===== config.mk =====
export PLATFORM = sky130hd
export DESIGN_NAME = mms_serial_ports
export DESIGN_NICKNAME = d
export VERILOG_FILES = /design/src/mms_pkg.sv /design/src/mms_serial_ports.sv
export SDC_FILE = /design/constraint.sdc
export NUM_CORES = 2
export LEC_CHECK = 0
export BUFFER_PORTS_ARGS = -buffer_cell sky130_fd_sc_hd__buf_2
export CAP_MARGIN = 20
export CORE_AREA = 2 2 303 305
export CTS_BUF_LIST = sky130_fd_sc_hd__clkbuf_4 sky130_fd_sc_hd__clkbuf_8
export DETAILED_ROUTE_END_ITERATION = 12
export DIE_AREA = 0 0 305 307
export GPL_ROUTABILITY_DRIVEN = 0
export HOLD_SLACK_MARGIN = 0.08
export PLACE_DENSITY = 0.76
export SYNTH_ARGS = -nofsm -noshare
export SYNTH_HDL_FRONTEND = slang
export SYNTH_SLANG_ARGS = --single-unit

===== constraint.sdc =====
create_clock -name clk_sys_i -period 7.4 [get_ports clk_sys_i]
set_input_delay 0 -clock clk_sys_i [delete_from_list [all_inputs] [get_ports clk_sys_i]]
set_output_delay 0 -clock clk_sys_i [all_outputs]
set_load 0.02 [all_outputs]

===== src/mms_pkg.sv =====
// Constants, configuration layouts and state types for the six-port
// multi-mode serial block. Assumes one system clock of 10 MHz.
package mms_pkg;
  localparam int NPORT = 6;
  localparam int AW = 5;
  localparam int DW = 16;
  localparam int PORT_A = 0;
  localparam int PORT_B = 1;
  localparam int FIRST_HDLC = 4;
  localparam logic [2:0] SEL_GLOBAL = 3'h6;
  localparam logic [1:0] REG_DATA = 2'h0;
  localparam logic [1:0] REG_CTRL = 2'h1;
  localparam logic [1:0] REG_DIV = 2'h2;
  localparam logic [1:0] REG_STAT = 2'h3;
  localparam logic [1:0] REG_IST = 2'h0;
  localparam logic [1:0] REG_IMSK = 2'h1;
  localparam logic [1:0] REG_MISC = 2'h2;
  localparam logic [1:0] REG_PINS = 2'h3;
  localparam logic [15:0] MIN_DIV = 16'h0008;
  localparam logic [15:0] DIV_RST = 16'h0010;
  localparam logic [15:0] ONE16 = 16'h0001;
  localparam logic [7:0] HDLC_FLAG = 8'h7e;
  localparam logic [2:0] STUFF_ONES = 3'h5;
  localparam logic [2:0] ABORT_ONES = 3'h7;
  localparam logic [4:0] HDLC_LEN = 5'h18;
  localparam logic [4:0] CLKD_LEN = 5'h08;
  localparam logic [4:0] STUFF_LO = 5'h09;
  localparam logic [4:0] STUFF_HI = 5'h10;
  localparam logic [4:0] FRAME_OVH = 5'h02;
  localparam logic [3:0] SEVEN_BITS = 4'h7;
  localparam logic [3:0] EIGHT_BITS = 4'h8;
  localparam logic [3:0] RSH_W = 4'ha;
  localparam logic [3:0] CLKD_SKIP = 4'h2;
  localparam logic [1:0] BOOT_COLD = 2'h0;
  localparam logic [1:0] BOOT_WAIT = 2'h3;
  localparam logic [1:0] ST_FETCH = 2'h0;
  localparam logic [1:0] ST_INTACK = 2'h1;

  typedef struct packed {
    logic irda;
    logic hdlc;
    logic extclk;
    logic clkd;
    logic addr;
    logic brkinh;
    logic seven;
  } mms_cfg_s;

  localparam mms_cfg_s CFG_RST = 7'h00;
  localparam mms_cfg_s CFG_RST_B = 7'h08;

  typedef struct packed {
    logic [1:0] stmode;
    logic gpo;
    logic a_out;
    logic a_oe;
  } mms_misc_s;

  typedef enum logic [3:0] {
    RX_IDLE = 4'h1,
    RX_START = 4'h2,
    RX_BITS = 4'h4,
    RX_BRK = 4'h8
  } mms_rx_e;

  typedef struct packed {
    logic [23:0] tsh;
    logic [4:0] tlen;
    logic [2:0] tones;
    logic tseen;
    logic [15:0] bcnt;
    logic tbit;
    logic pin;
    logic sclk;
    logic sclkoe;
    mms_rx_e rst;
    logic [15:0] rdiv;
    logic [9:0] rsh;
    logic [3:0] rcnt;
    logic allz;
    logic [8:0] rbuf;
    logic rfull;
    logic [7:0] hist;
    logic [2:0] rones;
    logic hsync;
    logic irlow;
    logic ev_rx;
    logic ev_brk;
  } mms_port_s;

  localparam mms_port_s PORT_RST = '{tbit: 1'b1, pin: 1'b1, sclk: 1'b1,
    rst: RX_IDLE, default: '0};
endpackage


===== src/mms_serial_ports.sv =====
// Six serial ports with async, clocked and bit-synchronous framing.
// Assumes a single-cycle register master on the system clock; serial, clock
// and boot-select pins come from outside that domain and are synchronised here.
`timescale 1ns/1ps
`default_nettype none

// Notes on behaviour
// - Async bit time is at least eight clocks.
// - Seven or eight data bits per port.
// - Addressed mode adds a mark bit after the last data bit.
// - Clocked mode, clock from us or peer.
// - Ports E and F offer HDLC framing.
// - IrDA pulse coding inside HDLC mode.
// - Line held low reports a break.
// - Control bit 1 inhibits assembly during break.
// - Receive clock pairs with transmit data port.
// - Port B drives flash shift clock.
// - Port A clock pin is GPIO when async.
// - Boot selects sampled after reset.
// - Status pin: fetch, acknowledge or GPO.
module mms_serial_ports
  import mms_pkg::*;
(
  input wire logic clk_sys_i,
  input wire logic nrst_i,
  input wire logic [AW-1:0] reg_addr_i,
  input wire logic [DW-1:0] reg_wdata_i,
  input wire logic reg_wr_i,
  input wire logic reg_rd_i,
  output logic [DW-1:0] reg_rdata_o,
  output logic irq_o,
  input wire logic [NPORT-1:0] serial_in_i,
  output logic [NPORT-1:0] serial_out_o,
  input wire logic [NPORT-1:0] shift_clk_i,
  output logic [NPORT-1:0] shift_clk_o,
  output logic [NPORT-1:0] shift_clk_oe_o,
  input wire logic [1:0] receive_clk_i,
  input wire logic boot_select_0_i,
  input wire logic boot_select_1_i,
  output logic boot_cold_o,
  output logic boot_valid_o,
  input wire logic first_fetch_i,
  input wire logic int_ack_i,
  output logic status_n_o
);
  logic [15:0] s1_r, s2_r, s3_r;
  logic [NPORT-1:0] in_s, ck_s, ck_p;
  logic [1:0] rc_s, rc_p, bsel;
  logic [2:0] sel;
  logic [1:0] off;
  mms_cfg_s cfg_r [NPORT];
  mms_cfg_s cfg_nxt [NPORT];
  logic [15:0] div_r [NPORT];
  logic [15:0] div_nxt [NPORT];
  mms_port_s prt [NPORT];
  logic [11:0] ist_r, ist_nxt, imsk_r, imsk_nxt;
  mms_misc_s misc_r, misc_nxt;
  logic [DW-1:0] rdata_nxt;
  logic irq_nxt, status_nxt, cold_nxt, valid_nxt;
  logic [1:0] bwait_r, bwait_nxt;

  assign sel = reg_addr_i[4:2];
  assign off = reg_addr_i[1:0];
  assign in_s = s2_r[15:10];
  assign ck_s = s2_r[9:4];
  assign ck_p = s3_r[9:4];
  assign rc_s = s2_r[3:2];
  assign rc_p = s3_r[3:2];
  assign bsel = s2_r[1:0];

  // Lines idle high, so the synchronisers start high to avoid a false
  // start bit or clock edge straight after reset.
  always_ff @(posedge clk_sys_i or negedge nrst_i)
  begin
    if (!nrst_i)
    begin
      s1_r <= '1;
      s2_r <= '1;
      s3_r <= '1;
    end
    else
    begin
      s1_r <= {serial_in_i, shift_clk_i, receive_clk_i, boot_select_1_i,
        boot_select_0_i};
      s2_r <= s1_r;
      s3_r <= s2_r;
    end
  end

  for (genvar i = 0; i < NPORT; i++)
  begin : g_port
    mms_port_s p, n;
    mms_cfg_s c;
    logic [15:0] per;
    logic [23:0] frm;
    logic [8:0] ext;
    logic [9:0] rsh_in, al;
    logic [3:0] nbits, kbits;
    logic btick, htick, rise, fall, shift, samp, rb, hb, drvclk;
    logic quarter, wr_d, rd_d, rck, rckp;

    if (i >= FIRST_HDLC)
    begin : g_rc
      assign rck = rc_s[i-FIRST_HDLC];
      assign rckp = rc_p[i-FIRST_HDLC];
    end
    else
    begin : g_norc
      assign rck = 1'b0;
      assign rckp = 1'b0;
    end

    assign c = cfg_r[i];
    assign wr_d = reg_wr_i && sel == 3'(i) && off == REG_DATA;
    assign rd_d = reg_rd_i && sel == 3'(i) && off == REG_DATA;
    assign prt[i] = p;
    assign serial_out_o[i] = p.pin;
    assign shift_clk_o[i] = p.sclk;
    assign shift_clk_oe_o[i] = p.sclkoe;

    always_comb
    begin
      n = p;
      n.ev_rx = 1'b0;
      n.ev_brk = 1'b0;
      per = (div_r[i] < MIN_DIV) ? MIN_DIV : div_r[i];
      btick = p.bcnt == per - ONE16;
      htick = p.bcnt == (per >> 1);
      drvclk = c.hdlc || (c.clkd && !c.extclk);
      rise = ck_s[i] && !ck_p[i];
      fall = !ck_s[i] && ck_p[i];
      nbits = c.seven ? SEVEN_BITS : EIGHT_BITS;
      kbits = nbits + {3'h0, c.addr};
      rb = in_s[i];
      hb = c.irda ? !p.irlow : rb;
      rsh_in = {rb, p.rsh[9:1]};
      // The mark bit travels just above the data bits.
      ext = c.seven
        ? {1'b1, c.addr ? reg_wdata_i[8] : 1'b1, reg_wdata_i[6:0]}
        : {c.addr ? reg_wdata_i[8] : 1'b1, reg_wdata_i[7:0]};
      frm = c.hdlc ? {HDLC_FLAG, reg_wdata_i[7:0], HDLC_FLAG}
        : c.clkd ? {16'hffff, reg_wdata_i[7:0]}
        : {13'h1fff, 1'b1, ext, 1'b0};
      shift = (c.clkd && !c.hdlc && c.extclk) ? (fall && p.tseen) : btick;
      samp = c.hdlc ? (rck && !rckp)
        : c.extclk ? rise : (htick && p.tlen != '0);
      al = p.rsh >> (RSH_W - kbits);
      if (rd_d)
        n.rfull = 1'b0;

      n.bcnt = (btick || p.tlen == '0) ? '0 : p.bcnt + ONE16;
      if (rise)
        n.tseen = 1'b1;
      if (wr_d && p.tlen == '0)
      begin
        n.tsh = frm >> 1;
        n.tbit = frm[0];
        n.tlen = c.hdlc ? HDLC_LEN : c.clkd ? CLKD_LEN
          : {1'b0, kbits} + FRAME_OVH;
        n.bcnt = '0;
        n.tones = '0;
        n.tseen = 1'b0;
      end
      else if (p.tlen != '0 && shift)
      begin
        if (c.hdlc && p.tones == STUFF_ONES)
        begin
          n.tbit = 1'b0;
          n.tones = '0;
        end
        else
        begin
          n.tlen = p.tlen - 5'h01;
          n.tbit = (n.tlen == '0) ? 1'b1 : p.tsh[0];
          n.tsh = p.tsh >> 1;
          n.tones = (n.tlen >= STUFF_LO && n.tlen <= STUFF_HI && p.tsh[0])
            ? p.tones + 3'h1 : '0;
        end
      end
      quarter = n.bcnt < (per >> 2);
      n.pin = (c.hdlc && c.irda && n.tlen != '0)
        ? !(!n.tbit && quarter) : n.tbit;
      if (i == PORT_A && !c.clkd)
      begin
        n.sclk = misc_r.a_out;
        n.sclkoe = misc_r.a_oe;
      end
      else
      begin
        // Port B resets as clock master for the serial flash.
        n.sclk = !(drvclk && n.tlen != '0 && n.bcnt < (per >> 1));
        n.sclkoe = drvclk;
      end

      n.rdiv = p.rdiv + ONE16;
      n.irlow = p.irlow || !rb;
      if (c.hdlc)
      begin
        n.rst = RX_IDLE;
        if (samp)
        begin
          n.irlow = 1'b0;
          n.hist = {hb, p.hist[7:1]};
          n.rones = !hb ? '0
            : (p.rones == ABORT_ONES) ? p.rones : p.rones + 3'h1;
          if (n.hist == HDLC_FLAG)
          begin
            n.hsync = 1'b1;
            n.rcnt = '0;
          end
          else if (n.rones == ABORT_ONES)
            n.hsync = 1'b0;
          else if (p.hsync && !(p.rones == STUFF_ONES && !hb))
          begin
            n.rsh = {hb, p.rsh[9:1]};
            n.rcnt = p.rcnt + 4'h1;
            if (n.rcnt == EIGHT_BITS)
            begin
              n.rcnt = '0;
              n.rbuf = {1'b0, n.rsh[9:2]};
              n.rfull = 1'b1;
              n.ev_rx = 1'b1;
            end
          end
        end
      end
      else if (c.clkd)
      begin
        n.rst = RX_IDLE;
        if (samp)
        begin
          n.rsh = rsh_in;
          n.rcnt = p.rcnt + 4'h1;
          if (n.rcnt == EIGHT_BITS)
          begin
            n.rcnt = '0;
            n.rbuf = {1'b0, 8'(rsh_in >> CLKD_SKIP)};
            n.rfull = 1'b1;
            n.ev_rx = 1'b1;
          end
        end
      end
      else
      begin
        unique case (p.rst)
          RX_IDLE:
          begin
            n.rdiv = '0;
            // A later switch to clocked or bit-synchronous mode must start
            // counting from a whole character, not from a stale count.
            n.rcnt = '0;
            if (!rb)
              n.rst = RX_START;
          end
          RX_START:
            if (p.rdiv == (per >> 1))
            begin
              n.rdiv = '0;
              n.rcnt = '0;
              n.rsh = '0;
              n.allz = 1'b1;
              n.rst = rb ? RX_IDLE : RX_BITS;
            end
          RX_BITS:
            if (p.rdiv == per - ONE16)
            begin
              n.rdiv = '0;
              if (p.rcnt != kbits)
              begin
                n.rsh = rsh_in;
                n.allz = p.allz && !rb;
                n.rcnt = p.rcnt + 4'h1;
              end
              else if (!rb && p.allz)
              begin
                n.ev_brk = 1'b1;
                n.rst = RX_BRK;
                if (!c.brkinh)
                begin
                  n.rbuf = '0;
                  n.rfull = 1'b1;
                  n.ev_rx = 1'b1;
                end
              end
              else if (!rb)
                n.rst = RX_BRK;
              else
              begin
                n.rst = RX_IDLE;
                n.rbuf = !c.addr ? {1'b0, al[7:0]}
                  : c.seven ? {al[7], 1'b0, al[6:0]} : al[8:0];
                n.rfull = 1'b1;
                n.ev_rx = 1'b1;
              end
            end
          // No new start is sought until the line is high again.
          RX_BRK:
            if (rb)
              n.rst = RX_IDLE;
          default:
            n.rst = RX_IDLE;
        endcase
      end
    end

    always_ff @(posedge clk_sys_i or negedge nrst_i)
    begin
      if (!nrst_i)
        p <= PORT_RST;
      else
        p <= n;
    end
  end

  always_comb
  begin
    ist_nxt = ist_r;
    imsk_nxt = imsk_r;
    misc_nxt = misc_r;
    if (reg_wr_i && sel == SEL_GLOBAL)
    begin
      if (off == REG_IST)
        ist_nxt = ist_r & ~reg_wdata_i[11:0];
      if (off == REG_IMSK)
        imsk_nxt = reg_wdata_i[11:0];
      if (off == REG_MISC)
        misc_nxt = reg_wdata_i[4:0];
    end
    for (int k = 0; k < NPORT; k++)
    begin
      cfg_nxt[k] = cfg_r[k];
      div_nxt[k] = div_r[k];
      if (reg_wr_i && sel == 3'(k) && off == REG_CTRL)
      begin
        cfg_nxt[k] = reg_wdata_i[6:0];
        cfg_nxt[k].hdlc = reg_wdata_i[5] && k >= FIRST_HDLC;
        cfg_nxt[k].irda = reg_wdata_i[6] && reg_wdata_i[5]
          && k >= FIRST_HDLC;
      end
      if (reg_wr_i && sel == 3'(k) && off == REG_DIV)
        div_nxt[k] = reg_wdata_i;
      // Events are ORed in after the clear, so a set in the same cycle
      // as a clear survives.
      ist_nxt[k] = ist_nxt[k] | prt[k].ev_rx;
      ist_nxt[k+NPORT] = ist_nxt[k+NPORT] | prt[k].ev_brk;
    end
    irq_nxt = |(ist_nxt & imsk_nxt);
  end

  always_comb
  begin
    rdata_nxt = '0;
    if (reg_rd_i && sel == SEL_GLOBAL)
    begin
      unique case (off)
        REG_IST: rdata_nxt = {4'h0, ist_r};
        REG_IMSK: rdata_nxt = {4'h0, imsk_r};
        REG_MISC: rdata_nxt = {11'h000, misc_r};
        REG_PINS: rdata_nxt = {8'h00, boot_cold_o, boot_valid_o, ck_s};
      endcase
    end
    else if (reg_rd_i && sel < 3'(NPORT))
    begin
      unique case (off)
        REG_DATA: rdata_nxt = {7'h00, prt[sel].rbuf};
        REG_CTRL: rdata_nxt = {9'h000, cfg_r[sel]};
        REG_DIV: rdata_nxt = div_r[sel];
        REG_STAT: rdata_nxt = {13'h0000, prt[sel].rst == RX_BRK,
          prt[sel].rfull, prt[sel].tlen != '0};
      endcase
    end
  end

  // The boot straps are taken once, after the synchronisers have filled
  // with real pin values rather than their reset level.
  always_comb
  begin
    bwait_nxt = bwait_r;
    cold_nxt = boot_cold_o;
    valid_nxt = boot_valid_o;
    if (!boot_valid_o)
    begin
      if (bwait_r == BOOT_WAIT)
      begin
        valid_nxt = 1'b1;
        cold_nxt = bsel == BOOT_COLD;
      end
      else
        bwait_nxt = bwait_r + 2'h1;
    end
    unique case (misc_r.stmode)
      ST_FETCH: status_nxt = !first_fetch_i;
      ST_INTACK: status_nxt = !int_ack_i;
      default: status_nxt = misc_r.gpo;
    endcase
  end

  always_ff @(posedge clk_sys_i or negedge nrst_i)
  begin
    if (!nrst_i)
    begin
      for (int k = 0; k < NPORT; k++)
      begin
        cfg_r[k] <= (k == PORT_B) ? CFG_RST_B : CFG_RST;
        div_r[k] <= DIV_RST;
      end
      ist_r <= '0;
      imsk_r <= '0;
      misc_r <= '0;
      reg_rdata_o <= '0;
      irq_o <= 1'b0;
      bwait_r <= '0;
      boot_cold_o <= 1'b0;
      boot_valid_o <= 1'b0;
      status_n_o <= 1'b1;
    end
    else
    begin
      cfg_r <= cfg_nxt;
      div_r <= div_nxt;
      ist_r <= ist_nxt;
      imsk_r <= imsk_nxt;
      misc_r <= misc_nxt;
      reg_rdata_o <= rdata_nxt;
      irq_o <= irq_nxt;
      bwait_r <= bwait_nxt;
      boot_cold_o <= cold_nxt;
      boot_valid_o <= valid_nxt;
      status_n_o <= status_nxt;
    end
  end
endmodule

`default_nettype wire


==> flow_summary_export.csv <==
group,metric,value,unit
clock_tree,path_clk_slew,70,ps
timing,skew,52.8,ps
power_and_ir_drop,peakVddDrop,220,uV
cells_and_area,final_cell_area,0.0589,mm^2
worst_setup_path,r2r_slack,500,ps
cells_and_area,syn2layout_area_growth,9.20,%
worst_setup_path,regToRegStartpoint,"div_r[21]$_DFFE_PN0P_",
worst_setup_path,arrival,7650,ps
timing,fin_setup_tns,0,ps
power_and_ir_drop,internal_power,10.4,mW
power_and_ir_drop,switchingPower,6.84,mW
die,io_pins,81,
job,max-cap-violations,0,
timing,setup_slack,504,ps
clock_tree,numCtsBuffers,145,
detailed_routing,drtPass1Iterations,8,
cells_and_area,nNetsFinal,6150,
synth,yosysWarnings,0,
worst_hold_path,worstHoldPathCells,4,
worst_hold_path,hp-class,"in -> reg",
cells_and_area,fillerInstances,7281,
timing,hold_slack,177,ps
clock_tree,clock_sinks,823,
detailed_routing,vias,47600,
timing,worst_pin_slew,1240,ps
power_and_ir_drop,p_comb_share,35.6,%
synth,ys_seq_elements,823,
worst_setup_path,r2r_cells,22,
worst_setup_path,cp.required,8150,ps
global_route,antenna_found_initial,11,
place,post-place-ws,708,ps
synth,synth_compound_area_share,14.5,%
run_status,status,"completed",
global_route,grt_pass1_vias,45700,
place,dp_hpwl,117000,um
synth,ys_types,106,
worst_setup_path,cp_max_fo,18,
power_and_ir_drop,p_per_area,293,mW/mm^2
synth,synth_top_family_by_area,"simple AND/OR/NAND/NOR gates",
place,placed_area,0.0548,mm^2
worst_hold_path,worstHoldStart,"reg_wdata_i[11]",
die,die_x,305,um
synth,synth-xor-area-share,9.20,%
die,core_area,0.0907,mm^2
clock_tree,post_cts_resized,0,
clock_tree,clockRootBuffer,"clkbuf_8",
detailed_routing,wire_per_inst,23.3,um
detailed_routing,via_per_inst,6.57,
timing,slew_headroom,16.4,%
die,dieArea,0.0936,mm^2
synth,synthAdderAreaFrac,4.22,%
power_and_ir_drop,swShare,39.7,%
synth,synth-simple-area-share,19.8,%
global_route,grt_start_max_net_pins,178,
power_and_ir_drop,p_leak,25.3,nW
worst_setup_path,r2r-end,"shift_clk_o[4]$_DFF_PN1_",
timing,setup_viol_count_final,0,
die,die_y,307,um
power_and_ir_drop,pwr-share-clk,27.2,%
synth,ys_seq_area_share,38.4,%
synth,async_reset_ff_share,100,%
global_route,overflow,0,
die,start_util,59.5,%
timing,finalCritPeriodShare,93.2,%
detailed_routing,met2_length,72900,um
synth,synth_flop_cell,"dfrtp_1",
synth,synth_cells,5981,
detailed_routing,drtIter0Drc,5828,
detailed_routing,wl,169000,um
worst_setup_path,startpoint_type,"flop",
timing,hold_violations,0,
clock_tree,worst_skew_pair.late_latency,880,ps
detailed_routing,met1_length,64800,um
place,portBuffers,80,
synth,syn_area,0.0539,mm^2
worst_setup_path,cp-end-kind,"flop",
synth,synth_nets,6205,
synth,synth_edf_count,0,
power_and_ir_drop,total_power,17.2,mW
synth,postSynthAreaPerCell,9.02,um^2
worst_setup_path,crit_type,"reg -> reg",
cells_and_area,layout_common_cells,"dfrtp_1 (755), nand2_1 (590), nor2_1 (507), o21ai_0 (357), xnor2_1 (296)",
detailed_routing,ant_nets,0,
clock_tree,clk_path_buf_depth,3,
timing,drv_slew,0,
cells_and_area,mostFrequentLayoutCell,"dfrtp_1",
worst_hold_path,min_to,"div_r[43]$_DFFE_PN0P_",
timing,min_period,6900,ps
global_route,grt_pass1_wl,262000,um
timing,fmax,145,MHz
global_route,grtUsageTotal,35.6,%
timing,rsz0062_at_grt,"false",
synth,muxShareOfSynthArea,8.93,%
clock_tree,cts.htree.levels,4,
die,rows,111,
detailed_routing,drc,0,
power_and_ir_drop,pwr-share-seq,37.2,%
cells_and_area,drive_gt1_share,13.0,%
clock_tree,cts_tree,"yes",
detailed_routing,top_layer_used,"met5",
detailed_routing,wl_met3,19000,um
worst_setup_path,critPathLaunch,"div_r[21]$_DFFE_PN0P_",
sequential cells by signal (all words and copies together), names as in the netlist, 8 cells and up:
signal / cells
g_port.p: 584
div_r: 96
cfg_r: 34
reg_rdata_o: 16
s1_r: 16
s2_r: 16
imsk_r: 12
ist_r: 12
s3_r: 8
how the worst max path moves through the flow:
| stage | slack, ps | to | cells past startpoint |
|---|---|---|---|
| final | 500 | shift_clk_o[4]$_DFF_PN1_ | 22 |
| after global routing | 120 | shift_clk_o[4]$_DFF_PN1_ | 22 |
| after CTS | 660 | shift_clk_o[4]$_DFF_PN1_ | 22 |
| after detailed placement | 710 | shift_clk_o[4]$_DFF_PN1_ | 22 |
| after global placement | 910 | shift_clk_o[4]$_DFF_PN1_ | 22 |
| after floorplan | 1090 | shift_clk_o[5]$_DFF_PN1_ | 27 |
cell usage after synthesis, types with 74 or more instances:
master	count	area, um^2
nor2_1	507	1900
nor2b_1	89	557
a21oi_1	219	1100
mux2i_1	192	1920
clkbuf_1	382	1430
nand4_1	93	582
inv_1	219	822
xor2_1	252	2210
ha_1	181	2260
nand2_1	590	2210
xnor2_1	296	2590
nand3_1	224	1120
dfrtp_1	755	18900
o21ai_0	357	1790
mux2_2	152	1710
nor4_1	110	688
nor3_1	130	651
and3_1	74	463
power groups by stage:
stage	logic (mW)	clock network, mW	registers (mW)
floorplan	4.90	0	5.73
global placement	5.74	0	6.40
detailed placement	5.90	0	6.43
CTS	5.98	4.76	6.36
global route	6.71	4.95	6.51
finish	6.14	4.69	6.42
metrics by stage:
stage / instances / utilization, %
6_report: 7233 / 64.9
5_1_grt: 7228 / 64.9
4_1_cts: 7223 / 64.9
3_5_place_dp: 6880 / 60.4
3_3_place_gp: 6879 / 60.4
2_1_floorplan: 5981 / -
per-layer routing:
metal  vias to the layer above  track usage [%]
met3                       767             10.1
li1                      21200                -
met5                         -             1.40
met1                     22800             45.4
met4                        12             22.5
met2                      2726             53.4
cells by family (layout without fill, tap and decap cells):
family / count (synthesis) / in the layout
AOI/OAI and AO/OA: 1190 / 1190
xor gates and xnor gates: 555 / 555
adders and majority gates: 182 / 182
buffers and inverters: 683 / 743
DFF: 823 / 823
muxes: 402 / 402
other: 0 / 6
and+or+nand+nor: 2146 / 2146
worst max-delay path, stage by stage, from the launching register on:
cell	delay, ps
dfrtp_1	500
or4_4	610
or4_1	620
nand2_2	160
ha_1	270
nor3b_2	540
nand2_1	340
nor4_1	540
xnor3_1	330
nor4_1	230
and4_1	400
or2_2	410
nor2_1	150
ha_1	330
a21oi_1	160
nor2b_1	60
o21ai_0	150
nand2b_1	70
a21oi_1	140
nor2b_1	60
o21ai_0	150
nand4bb_1	110
or3b_1	400
layout make-up:
cell class	count	area, um^2	area share (%)
antenna	6	15.0	0.0255
clock buffer	230	2900	4.92
clock inverter	32	339	0.576
inverter	220	826	1.40
multi-input combinational	4475	30600	51.9
sequential	823	20700	35.1
tap	1186	1480	2.52
timing repair buffer	261	2060	3.50
timing repair:
action / 4_1_cts / 5_1_grt
hold buffers: 81 / 0
endpoints found under the hold margin: 868 / 0
buffers inserted: 0 / 0
No activity file was read; power rests on OpenSTA's default activity.
